## src/dlc_defines.vh

```
// Constants for the display bridge mode routing and pixel clock configuration block
`ifndef DLC_DEFINES_VH
`define DLC_DEFINES_VH

// Register offsets
`define DLC_ADDR_OUT_CLK 8'h0a
`define DLC_ADDR_DIV_MUL 8'h0b
`define DLC_ADDR_IN_MODE 8'h10
`define DLC_ADDR_IN_RANGE 8'h12
`define DLC_ADDR_LINK_CFG 8'h18
`define DLC_ADDR_DEPTH 8'h40
`define DLC_ADDR_STATUS 8'h41
`define DLC_ADDR_CNT_LO 8'h42
`define DLC_ADDR_CNT_HI 8'h43
`define DLC_REG_RST 8'h00

// Field positions
`define DLC_SRC_BIT 0
`define DLC_ORANGE_HI 3
`define DLC_ORANGE_LO 1
`define DLC_DIV_HI 7
`define DLC_DIV_LO 3
`define DLC_MUL_HI 1
`define DLC_MUL_LO 0
`define DLC_LR_BIT 7
`define DLC_CHM_HI 6
`define DLC_CHM_LO 5
`define DLC_LINK_BIT 4
`define DLC_DEPTH_BIT 0
`define DLC_DEPTH18_MASK 8'hfc

// Input channel mode encodings
`define DLC_CHM_DUAL 2'h0
`define DLC_CHM_SINGLE 2'h1
`define DLC_CHM_TWO 2'h2

// Clock range codes
`define DLC_OUT_CLK_CHA_LOW 8'h03
`define DLC_IN_RANGE_150 8'h1e

// Timing
`define DLC_CLK_MHZ 50
`define DLC_LOSS_NS 10000

`endif

```

## src/dlc_clk_gen.v

```verilog
// Output pixel clock generator: divide channel A clock or multiply reference
`timescale 1ns/1ns
`include "dlc_defines.vh"

module dlc_clk_gen #(
  parameter CNT_W = 12,
  parameter LOSS_CYC = `DLC_LOSS_NS * `DLC_CLK_MHZ / 1000
) (
  input wire clk_i,
  input wire nrst_i,
  input wire src_cha_i,
  input wire cha_clk_i,
  input wire ref_clk_i,
  input wire [4:0] div_i,
  input wire [1:0] mul_i,
  output reg pix_tick_o,
  output reg pix_clk_o,
  output reg src_alive_o
);

  reg cha_s1_reg;
  reg cha_s2_reg;
  reg cha_s3_reg;
  reg ref_s1_reg;
  reg ref_s2_reg;
  reg ref_s3_reg;
  reg [4:0] div_cnt_reg;
  reg [CNT_W-1:0] per_cnt_reg;
  reg [CNT_W-1:0] period_reg;
  reg [CNT_W-1:0] acc_reg;
  reg [CNT_W-1:0] loss_cnt_reg;
  reg [CNT_W-1:0] acc_sum;
  reg tick_next;

  wire cha_rise = cha_s2_reg & ~cha_s3_reg;
  wire ref_rise = ref_s2_reg & ~ref_s3_reg;
  wire src_rise = src_cha_i ? cha_rise : ref_rise;
  // A zero divider is taken as one so the output never stops
  wire [4:0] div_eff = (div_i == 5'h00) ? 5'h01 : div_i;
  wire [CNT_W-1:0] mul_eff = {{(CNT_W-2){1'b0}}, mul_i} + {{(CNT_W-1){1'b0}}, 1'b1};

  always @* begin
    acc_sum = acc_reg + mul_eff;
    tick_next = 1'b0;
    if (src_cha_i) begin
      tick_next = cha_rise && (div_cnt_reg == div_eff - 5'h01);
    end else begin
      tick_next = (period_reg != {CNT_W{1'b0}}) && (acc_sum >= period_reg);
    end
  end

  always @(posedge clk_i) begin
    if (!nrst_i) begin
      cha_s1_reg <= 1'b0;
      cha_s2_reg <= 1'b0;
      cha_s3_reg <= 1'b0;
      ref_s1_reg <= 1'b0;
      ref_s2_reg <= 1'b0;
      ref_s3_reg <= 1'b0;
      div_cnt_reg <= 5'h00;
      per_cnt_reg <= {CNT_W{1'b0}};
      period_reg <= {CNT_W{1'b0}};
      acc_reg <= {CNT_W{1'b0}};
      loss_cnt_reg <= {CNT_W{1'b0}};
      pix_tick_o <= 1'b0;
      pix_clk_o <= 1'b0;
      src_alive_o <= 1'b0;
    end else begin
      cha_s1_reg <= cha_clk_i;
      cha_s2_reg <= cha_s1_reg;
      cha_s3_reg <= cha_s2_reg;
      ref_s1_reg <= ref_clk_i;
      ref_s2_reg <= ref_s1_reg;
      ref_s3_reg <= ref_s2_reg;
      if (cha_rise) begin
        div_cnt_reg <= tick_next || (div_cnt_reg >= div_eff) ? 5'h00 : div_cnt_reg + 5'h01;
      end
      // Reference period in system cycles feeds a fractional accumulator
      if (ref_rise) begin
        period_reg <= per_cnt_reg + {{(CNT_W-1){1'b0}}, 1'b1};
        per_cnt_reg <= {CNT_W{1'b0}};
      end else if (per_cnt_reg != {CNT_W{1'b1}}) begin
        per_cnt_reg <= per_cnt_reg + {{(CNT_W-1){1'b0}}, 1'b1};
      end
      if (!src_cha_i) begin
        acc_reg <= tick_next ? acc_sum - period_reg : acc_sum;
      end else begin
        acc_reg <= {CNT_W{1'b0}};
      end
      pix_tick_o <= tick_next;
      if (tick_next) begin
        pix_clk_o <= ~pix_clk_o;
      end
      if (src_rise) begin
        loss_cnt_reg <= {CNT_W{1'b0}};
        src_alive_o <= 1'b1;
      end else if (loss_cnt_reg == LOSS_CYC[CNT_W-1:0]) begin
        src_alive_o <= 1'b0;
      end else begin
        loss_cnt_reg <= loss_cnt_reg + {{(CNT_W-1){1'b0}}, 1'b1};
      end
    end
  end

endmodule // dlc_clk_gen

```

## src/dlc_mode_clock_cfg.v

```verilog
// Mode routing of two pixel inputs onto two output links, with pixel clock setup
`timescale 1ns/1ns
`include "dlc_defines.vh"

module dlc_mode_clock_cfg #(
  parameter PIX_W = 24
) (
  input wire clk_i,
  input wire nrst_i,
  input wire [7:0] addr_i,
  input wire [7:0] wdata_i,
  input wire wr_i,
  input wire rd_i,
  output reg [7:0] rdata_o,
  input wire cha_clk_i,
  input wire ref_clk_i,
  input wire [PIX_W-1:0] in_a_data_i,
  input wire in_a_valid_i,
  input wire in_a_last_i,
  output reg in_a_ready_o,
  input wire [PIX_W-1:0] in_b_data_i,
  input wire in_b_valid_i,
  input wire in_b_last_i,
  output reg in_b_ready_o,
  output reg [PIX_W-1:0] out_a_data_o,
  output reg out_a_valid_o,
  output reg [PIX_W-1:0] out_b_data_o,
  output reg out_b_valid_o,
  output reg out_b_enable_o,
  output wire pix_clk_o,
  output wire pix_tick_o,
  output wire [2:0] out_clk_band_o,
  output wire [7:0] in_a_clk_band_o,
  output reg band_preset_o,
  output reg [2:0] mode_o
);

  // Decoded routings; code 7 lets nothing through
  localparam MODE_SIN_SL = 3'h0;
  localparam MODE_SIN_DL = 3'h1;
  localparam MODE_OE_SL = 3'h2;
  localparam MODE_OE_DL = 3'h3;
  localparam MODE_LR_SL = 3'h4;
  localparam MODE_LR_DL = 3'h5;
  localparam MODE_TWO = 3'h6;
  localparam MODE_NONE = 3'h7;

  reg [7:0] out_clk_reg;
  reg [7:0] div_mul_reg;
  reg [7:0] in_mode_reg;
  reg [7:0] in_range_reg;
  reg [7:0] link_cfg_reg;
  reg [7:0] depth_reg;
  reg [15:0] pix_cnt_reg;
  reg [2:0] mode_reg;
  reg phase_reg;
  reg side_reg;
  reg pair_reg;
  reg [PIX_W-1:0] hold_reg;

  reg [2:0] mode_next;
  reg sel_b;
  reg take_a;
  reg take_b;
  reg [PIX_W-1:0] cur_pix;
  reg cur_last;
  reg pair_mode;
  reg [7:0] rd_val;

  wire src_alive;
  wire [PIX_W-1:0] pix_a;
  wire [PIX_W-1:0] pix_b;
  wire [15:0] take_inc;

  // Mode from link bit, left/right bit and channel-mode field
  function [2:0] dlc_decode;
    input link_single;
    input half_split;
    input [1:0] chm;
    begin
      case (chm)
        `DLC_CHM_SINGLE: begin
          dlc_decode = link_single ? MODE_SIN_SL : MODE_SIN_DL;
        end
        `DLC_CHM_DUAL: begin
          if (half_split) begin
            dlc_decode = link_single ? MODE_LR_SL : MODE_LR_DL;
          end else begin
            dlc_decode = link_single ? MODE_OE_SL : MODE_OE_DL;
          end
        end
        `DLC_CHM_TWO: begin
          dlc_decode = link_single ? MODE_NONE : MODE_TWO;
        end
        default: begin
          dlc_decode = MODE_NONE;
        end
      endcase
    end
  endfunction

  // In 18 bpp the two low bits of every colour are cleared
  function [PIX_W-1:0] dlc_depth;
    input [PIX_W-1:0] pix;
    input full_depth;
    begin
      dlc_depth = full_depth ? pix : (pix & {PIX_W/8{`DLC_DEPTH18_MASK}});
    end
  endfunction

  assign pix_a = dlc_depth(in_a_data_i, depth_reg[`DLC_DEPTH_BIT]);
  assign pix_b = dlc_depth(in_b_data_i, depth_reg[`DLC_DEPTH_BIT]);
  // Two-input modes may take on both channels in one cycle; both count
  assign take_inc = {15'h0000, take_a} + {15'h0000, take_b};
  // PLL range settings are driven straight from what software wrote
  assign out_clk_band_o = out_clk_reg[`DLC_ORANGE_HI:`DLC_ORANGE_LO];
  assign in_a_clk_band_o = in_range_reg;

  dlc_clk_gen u_clk_gen (
    .clk_i(clk_i),
    .nrst_i(nrst_i),
    .src_cha_i(out_clk_reg[`DLC_SRC_BIT]),
    .cha_clk_i(cha_clk_i),
    .ref_clk_i(ref_clk_i),
    .div_i(div_mul_reg[`DLC_DIV_HI:`DLC_DIV_LO]),
    .mul_i(div_mul_reg[`DLC_MUL_HI:`DLC_MUL_LO]),
    .pix_tick_o(pix_tick_o),
    .pix_clk_o(pix_clk_o),
    .src_alive_o(src_alive)
  );

  // Pixel acceptance; each output pixel slot costs one pixel clock tick
  always @* begin
    mode_next = dlc_decode(link_cfg_reg[`DLC_LINK_BIT], in_mode_reg[`DLC_LR_BIT],
      in_mode_reg[`DLC_CHM_HI:`DLC_CHM_LO]);
    sel_b = 1'b0;
    take_a = 1'b0;
    take_b = 1'b0;
    in_a_ready_o = 1'b0;
    in_b_ready_o = 1'b0;
    pair_mode = (mode_reg == MODE_SIN_DL) || (mode_reg == MODE_LR_DL);
    case (mode_reg)
      MODE_SIN_SL, MODE_SIN_DL: begin
        in_a_ready_o = pix_tick_o;
      end
      MODE_OE_SL: begin
        sel_b = phase_reg;
        in_a_ready_o = pix_tick_o & ~sel_b;
        in_b_ready_o = pix_tick_o & sel_b;
      end
      MODE_OE_DL: begin
        // Odd and even pixels leave together, so each waits for the other
        in_a_ready_o = pix_tick_o & in_b_valid_i;
        in_b_ready_o = pix_tick_o & in_a_valid_i;
      end
      MODE_LR_SL, MODE_LR_DL: begin
        sel_b = side_reg;
        in_a_ready_o = pix_tick_o & ~sel_b;
        in_b_ready_o = pix_tick_o & sel_b;
      end
      MODE_TWO: begin
        in_a_ready_o = pix_tick_o;
        in_b_ready_o = pix_tick_o;
      end
      default: begin
        in_a_ready_o = 1'b0;
      end
    endcase
    // No pixel is taken while the routing changes, so none is split across modes
    if (mode_next != mode_reg) begin
      in_a_ready_o = 1'b0;
      in_b_ready_o = 1'b0;
    end
    take_a = in_a_ready_o & in_a_valid_i;
    take_b = in_b_ready_o & in_b_valid_i;
    cur_pix = sel_b ? pix_b : pix_a;
    cur_last = sel_b ? in_b_last_i : in_a_last_i;
  end

  // Register read value
  always @* begin
    case (addr_i)
      `DLC_ADDR_OUT_CLK: begin
        rd_val = out_clk_reg;
      end
      `DLC_ADDR_DIV_MUL: begin
        rd_val = div_mul_reg;
      end
      `DLC_ADDR_IN_MODE: begin
        rd_val = in_mode_reg;
      end
      `DLC_ADDR_IN_RANGE: begin
        rd_val = in_range_reg;
      end
      `DLC_ADDR_LINK_CFG: begin
        rd_val = link_cfg_reg;
      end
      `DLC_ADDR_DEPTH: begin
        rd_val = depth_reg;
      end
      `DLC_ADDR_STATUS: begin
        rd_val = {1'b0, pair_reg, side_reg, phase_reg, src_alive, mode_reg};
      end
      // Halves are read separately; software must allow for a carry between reads
      `DLC_ADDR_CNT_LO: begin
        rd_val = pix_cnt_reg[7:0];
      end
      `DLC_ADDR_CNT_HI: begin
        rd_val = pix_cnt_reg[15:8];
      end
      default: begin
        rd_val = 8'h00;
      end
    endcase
  end

  // Register file
  always @(posedge clk_i) begin
    if (!nrst_i) begin
      out_clk_reg <= `DLC_REG_RST;
      div_mul_reg <= `DLC_REG_RST;
      in_mode_reg <= `DLC_REG_RST;
      in_range_reg <= `DLC_REG_RST;
      link_cfg_reg <= `DLC_REG_RST;
      depth_reg <= `DLC_REG_RST;
      rdata_o <= 8'h00;
      band_preset_o <= 1'b0;
    end else begin
      // Zero outside the read slot, so the bus can be or-ed with others
      rdata_o <= rd_i ? rd_val : 8'h00;
      if (wr_i) begin
        case (addr_i)
          `DLC_ADDR_OUT_CLK: begin
            out_clk_reg <= wdata_i;
          end
          `DLC_ADDR_DIV_MUL: begin
            div_mul_reg <= wdata_i;
          end
          `DLC_ADDR_IN_MODE: begin
            in_mode_reg <= wdata_i;
          end
          `DLC_ADDR_IN_RANGE: begin
            in_range_reg <= wdata_i;
          end
          `DLC_ADDR_LINK_CFG: begin
            link_cfg_reg <= wdata_i;
          end
          `DLC_ADDR_DEPTH: begin
            depth_reg <= wdata_i;
          end
          // Unmapped and read-only offsets ignore writes here; a write to the count low byte clears the pixel count
          default: begin
            depth_reg <= depth_reg;
          end
        endcase
      end
      // Flags the documented preset pair: channel A source, low output band, 150 MHz input
      band_preset_o <= (out_clk_reg == `DLC_OUT_CLK_CHA_LOW) &&
        (in_range_reg == `DLC_IN_RANGE_150);
    end
  end

  // Pixel sequencing and output links
  always @(posedge clk_i) begin
    if (!nrst_i) begin
      mode_reg <= MODE_NONE;
      mode_o <= MODE_NONE;
      phase_reg <= 1'b0;
      side_reg <= 1'b0;
      pair_reg <= 1'b0;
      hold_reg <= {PIX_W{1'b0}};
      out_a_data_o <= {PIX_W{1'b0}};
      out_b_data_o <= {PIX_W{1'b0}};
      out_a_valid_o <= 1'b0;
      out_b_valid_o <= 1'b0;
      out_b_enable_o <= 1'b0;
      pix_cnt_reg <= 16'h0000;
    end else begin
      mode_reg <= mode_next;
      mode_o <= mode_reg;
      // Link B is marked in use only in the modes that drive it
      out_b_enable_o <= (mode_reg == MODE_SIN_DL) || (mode_reg == MODE_OE_DL) ||
        (mode_reg == MODE_LR_DL) || (mode_reg == MODE_TWO);
      out_a_valid_o <= 1'b0;
      out_b_valid_o <= 1'b0;
      if (wr_i && (addr_i == `DLC_ADDR_CNT_LO)) begin
        pix_cnt_reg <= 16'h0000;
      end else if (take_a || take_b) begin
        pix_cnt_reg <= pix_cnt_reg + take_inc;
      end
      // A mode change restarts every pairing and side sequence
      if (mode_next != mode_reg) begin
        phase_reg <= 1'b0;
        side_reg <= 1'b0;
        pair_reg <= 1'b0;
      end else if (mode_reg == MODE_OE_DL) begin
        if (take_a) begin
          out_a_data_o <= pix_a;
          out_b_data_o <= pix_b;
          out_a_valid_o <= 1'b1;
          out_b_valid_o <= 1'b1;
        end
      end else if (mode_reg == MODE_TWO) begin
        if (take_a) begin
          out_a_data_o <= pix_a;
          out_a_valid_o <= 1'b1;
        end
        if (take_b) begin
          out_b_data_o <= pix_b;
          out_b_valid_o <= 1'b1;
        end
      end else if (take_a || take_b) begin
        if (mode_reg == MODE_OE_SL) begin
          phase_reg <= ~phase_reg;
        end
        if ((mode_reg == MODE_LR_SL || mode_reg == MODE_LR_DL) && cur_last) begin
          side_reg <= ~side_reg;
        end
        if (!pair_mode) begin
          out_a_data_o <= cur_pix;
          out_a_valid_o <= 1'b1;
        end else if (!pair_reg && cur_last) begin
          // Odd pixel count on a line: last pixel goes out with a blank partner
          out_a_data_o <= cur_pix;
          out_b_data_o <= {PIX_W{1'b0}};
          out_a_valid_o <= 1'b1;
          out_b_valid_o <= 1'b1;
        end else if (!pair_reg) begin
          hold_reg <= cur_pix;
          pair_reg <= 1'b1;
        end else begin
          out_a_data_o <= hold_reg;
          out_b_data_o <= cur_pix;
          out_a_valid_o <= 1'b1;
          out_b_valid_o <= 1'b1;
          pair_reg <= 1'b0;
        end
      end
    end
  end

endmodule // dlc_mode_clock_cfg

```

## config.mk

```make
export PLATFORM = sky130hd
export DESIGN_NAME = dlc_mode_clock_cfg
export DESIGN_NICKNAME = d
export VERILOG_FILES = /design/src/dlc_clk_gen.v /design/src/dlc_mode_clock_cfg.v
export VERILOG_INCLUDE_DIRS = /design/src /design/src/src
export SDC_FILE = /design/constraint.sdc
export NUM_CORES = 1
export LEC_CHECK = 0
export BUFFER_PORTS_ARGS = -buffer_cell sky130_fd_sc_hd__buf_2
export CELL_PAD_IN_SITES_DETAIL_PLACEMENT = 0
export CELL_PAD_IN_SITES_GLOBAL_PLACEMENT = 1
export CORE_UTILIZATION = 30
export CTS_CLUSTER_DIAMETER = 50
export DETAILED_ROUTE_END_ITERATION = 6
export PLACE_DENSITY_LB_ADDON = 0.1
export SLEW_MARGIN = 10
export SYNTH_ARGS = -nofsm -noshare
export SYNTH_HDL_FRONTEND = slang
export SYNTH_SLANG_ARGS = --single-unit
```

## constraint.sdc

```tcl
create_clock -name clk_i -period 10.2 [get_ports clk_i]
set_clock_uncertainty 0.15 [all_clocks]
set_input_delay 2.04 -clock clk_i [delete_from_list [all_inputs] [get_ports clk_i]]
set_output_delay 2.04 -clock clk_i [all_outputs]
set_load 0.01 [all_outputs]
```

Word-level counts from Yosys, hierarchy flattened
Index checks and enable logic that the tools add are counted.
{"block": "totals", "wordCells": 185, "mem_count": 0, "mem_bits_ro": 0, "register_bits": 219, "inputBits": 74, "output_inout_bits": 78, "ramBits": 0, "latchBits": 0}
{"block": "classes", "shift": 0, "eq_ne": 26, "magnitude_cmp": 2, "n_reduce_logical": 42, "bitwise": 21, "n_addsub": 9, "muxes": 51, "n_mul": 0, "n_div": 0}
{"cell": "two-way mux 24 bit", "count": 16}
{"cell": "one-hot mux 8 bit (9 select lines)", "count": 1}
{"cell": "two-way mux 18 bit", "count": 2}
{"cell": "== test 8 x 5 -> 1 bit (second input constant)", "count": 4}
{"cell": "== test 8 x 7 -> 1 bit (second input constant)", "count": 4}
{"cell": "adder 12 x 1 -> 12 bit (second input constant)", "count": 2}
{"cell": "two-way mux 1 bit", "count": 24}
{"cell": "adder 16 x 2 -> 16 bit", "count": 1}
{"cell": "== test 8 x 4 -> 1 bit (second input constant)", "count": 2}
{"cell": "AND reduction 2 bit", "count": 7}
{"cell": "adder 12 bit", "count": 1}
{"cell": "== test 12 x 9 -> 1 bit (second input constant)", "count": 1}
{"cell": ">= comparator 12 bit", "count": 1}
{"cell": "two-way mux 12 bit", "count": 1}
{"cell": "!= test 12 bit (second input constant)", "count": 1}
{"cell": "nonzero test 12 bit", "count": 1}
{"cell": "OR reduction 2 bit", "count": 6}
{"cell": "subtractor 12 bit", "count": 1}
{"cell": "inverter 1 bit", "count": 11}
{"cell": "bitwise AND 1 bit", "count": 10}
{"cell": "two-way mux 5 bit", "count": 2}
{"cell": "== test 3 bit (second input constant)", "count": 3}
{"cell": "one-hot mux 3 bit (3 select lines)", "count": 1}
{"cell": "== test 8 x 2 -> 1 bit (second input constant)", "count": 1}
{"cell": "other kinds (32)", "count": 47}

Depth between registers and ports, before layout
{"block": "depth", "word_depth": 10, "ltp_mapped": 19, "ltp_nobuf": 17}

Hierarchy
From an unflattened synthesis, not the netlist that was laid out.
{"block": "hier_totals", "hier_cells": 1360, "area_unflattened_um2": 11614.9}
{"module": "dlc_mode_clock_cfg", "area_per_inst_um2": 7957.6, "seq_area_each_um2": 3143.0, "instances": 1, "cells_per_inst": 913}
{"module": "dlc_clk_gen", "area_per_inst_um2": 3657.3, "seq_area_each_um2": 1241.2, "instances": 1, "cells_per_inst": 447}

Worst setup path before layout
OpenSTA, ideal clock, no wires.
{"block": "synth_timing", "path_kind": "input port to output port", "start": "input in_a_valid_i", "end": "output in_b_ready_o", "setup_slack_ns": 5.227, "path_buffers": 0, "cell_stages": 3, "t_arrival_ns": 2.783, "t_required_ns": 8.010, "path_cell_list": "and3b_1 -> o21ai_0 -> a311oi_1"}
{"block": "synth_between", "elab_chain_len": 3}
{"item": "from (decl)", "line_no": "dlc_mode_clock_cfg.v:18", "source": "input wire in_a_valid_i,"}
{"item": "bitwise AND 1 bit", "line_no": "dlc_mode_clock_cfg.v:154", "source": "in_b_ready_o = pix_tick_o & in_a_valid_i;"}
{"item": "one-hot mux 1 bit (4 select lines)", "line_no": "dlc_mode_clock_cfg.v:142", "source": "case (mode_reg)"}
{"item": "two-way mux 1 bit", "line_no": "dlc_mode_clock_cfg.v:170", "source": "if (mode_next != mode_reg) begin"}
{"item": "to (decl)", "line_no": "dlc_mode_clock_cfg.v:24", "source": "output reg in_b_ready_o,"}
No other way between the ends.

Worst setup path in the final report
Ends and elaborated chain as after synthesis.

==> metrics <==
Async SR Flop Fraction=0; reg2reg setup slack=between 5 and 6 ns; post-cts resize count=0; switching power=between 0.6 and 0.7 mW; Final Wtd Congestion=roughly 0.76; RSZ-0062 raised after global routing=no; global-route wire length before repair=54700 um; max cap viols=0; mean routed wirelength per cell=around 17 um; first drt pass iteration count=5; reg2reg start=mode_reg[1]; VDD IR max=roughly 0.085 mV; grt ovf=0; GRT Util Overall=0.179; Hold Buf Count CTS=0; overall power=approximately 2.6 mW; post-synthesis sequential area ratio=0.387; 1st-iter DRT viols=between 300 and 400; worst reg2reg endpoint=out_a_data_o[2]; clk slew on worst S/H paths=~0.050 ns; DR vias/cell=between 4 and 5; Die Y=196 um; Post-Syn Area=roughly 11000 um2; Root Buffer=clkbuf_16; LEAKAGE=approximately 6 nW; Fill cells=roughly 3900; final WL=34600 um; synthesized instance count=1328; Top Ports=between 150 and 200; setup_tns=0 ns; top cell type's share of synthesized area=0.387; sequential share of power=0.351; Clk Latency, worst-skew pair=0.52 ns; most frequent cell after synthesis=dfxtp_1; CP Launch Point=in_a_valid_i; initial antenna violation count=0; vias in the first global route=around 9400; WS Path Type=in -> out; Synth Register Bits=between 200 and 250; crit share post-route=0.511; CTS H-tree lvls=2; CP arrival=slightly above 3 ns; Die Area=a little under 40000 um2; hold crit path type=reg -> reg; Top FF cell, synth=dfxtp_1; Commonest cells post-synth=dfxtp_1, nand2_1, nand3_1; Switching Fraction=0.271; Final #Nets=~1600; clock sinks=roughly 220; Setup crit end=in_b_ready_o; Int Power=1.87 mW; Post-DP HPWL=between 20000 and 25000 um; Residual DRC=0; core box area=approximately 37000 um2; largest net degree at the start of global routing=58; Clock Power Share=0.493; Final Hold Vio Count=0; EDFF count, synth=0; Tightest Pin Transition=1.15 ns; number of setup buffers added after CTS=0; Antenna Nets Post-Route=0; Worst R2R Path Depth=8; Worst setup EP type=primary output; via count=slightly below 10000; port bufs=roughly 150; Final Slew Violations=0; initial core utilization=0.307; P&R area growth vs syn=21.4%; CTS Buffer Depth=3; area leader, netlist=dfxtp_1; power share of the combinational group=0.156; outcome=finished, final reports clean; share of cells above drive strength 1=0.185; YS warnings=0; CTS tree=yes; diode count=0; Avg Cell Area, Syn=8.54 um2; minimum clock period=~5.2 ns; max frequency=around 0.19 GHz; Hold Worst Slack=0.287 ns; synthesized netlist net count=between 1000 and 1500; Critical Path RT=~8 ns; CTS buffer count=37; top post-synthesis cells by area=dfxtp_1, nand2_1, mux2i_1, nand3_1, a21boi_0; Die X=between 150 and 200 um; CP Max Fanout=3; Max-slew headroom=0.232; Core Rows=70; final setup fails=0; Setup crit start kind=input port; Cell variety after synth=between 70 and 80; pwr/cell area=186 nW/um2
kinds of logic after synthesis:
family                   after synthesis  synth area share
adder cells (fa/ha/maj)               31            0.0362
AND/OR/NAND/NOR                      490             0.206
XOR/XNOR                              63            0.0487
flip-flops                           219             0.387
multiplexers                          58            0.0516
buffers and inverters                149            0.0534
AO/OA/AOI/OAI                        318             0.217
placed cells by master, fill, tap and decap left out, types with 28 or more instances in the layout:
cell | Yosys | routed
a22oi_1 | 31 | 31
nand2_1 | 187 | 187
inv_1 | 62 | 62
a21boi_0 | 57 | 57
o21ai_0 | 36 | 35
xnor2_1 | 39 | 39
dfxtp_1 | 219 | 219
nor2_1 | 78 | 77
buf_2 | 18 | 150
nand3_1 | 89 | 89
ha_1 | 28 | 28
o211a_1 | 42 | 42
a21oi_1 | 45 | 45
clkbuf_16 | 0 | 37
mux2i_1 | 54 | 54
through the flow:
stage	cell area (um2)	std cells	setup WS, ns	util
2_1_floorplan	11300	1328	5.23	-
5_1_grt	13800	1979	4.92	0.373
6_report	13800	1979	4.99	0.373
4_1_cts	13800	1979	5.00	0.373
3_5_place_dp	12500	1915	5.01	0.340
3_3_place_gp	12500	1915	5.01	0.340
metal layers:
| layer | global-route usage | vias to the layer above | wire [um] | share of wire |
|---|---|---|---|---|
| met3 | 0.0310 | 40 | 1430 | 0.041 |
| met1 | 0.256 | 4656 | 17500 | 0.51 |
| met2 | 0.274 | 183 | 15000 | 0.43 |
| li1 | - | 4991 | - | - |
| met5 | 0 | - | 0 | 0 |
| met4 | 0.0538 | 0 | 627 | 0.018 |
critical path: stages:
cell      delay [ns]
buf_2           0.11
and3b_1         0.20
o21ai_0         0.36
a311oi_1        0.15
buf_2           0.16
worst min path at each step:
stage          cells past startpoint            startpoint              endpoint  slack [ns]
2_1_floorplan                      1  u_clk_gen.cha_s1_reg  u_clk_gen.cha_s2_reg        0.26
3_3_place_gp                       1  u_clk_gen.ref_s1_reg  u_clk_gen.ref_s2_reg        0.26
4_1_cts                            1  u_clk_gen.ref_s1_reg  u_clk_gen.ref_s2_reg        0.29
6_report                           1  u_clk_gen.ref_s1_reg  u_clk_gen.ref_s2_reg        0.29
5_1_grt                            1  u_clk_gen.ref_s1_reg  u_clk_gen.ref_s2_reg        0.32
3_5_place_dp                       1  u_clk_gen.ref_s1_reg  u_clk_gen.ref_s2_reg        0.27
cell type report:
cell class | instances | area [um2] | area share
Clock buffer | 45 | 986 | 0.0716
Clock inverter | 19 | 250 | 0.0182
Tap cell | 504 | 631 | 0.0458
Multi-Input combinational cell | 960 | 6380 | 0.464
Sequential cell | 219 | 4380 | 0.319
Timing Repair Buffer | 169 | 893 | 0.0649
Inverter | 63 | 236 | 0.0172
power by group through the flow:
stage	Clock [mW]	Sequential [mW]	Combinational [mW]
3_5_place_dp	0	0.916	0.401
3_3_place_gp	0	0.916	0.404
2_1_floorplan	0	0.914	0.290
4_1_cts	1.31	0.898	0.404
6_report	1.26	0.898	0.399
5_1_grt	1.34	0.900	0.449
Power figures use the tool's default switching activity.
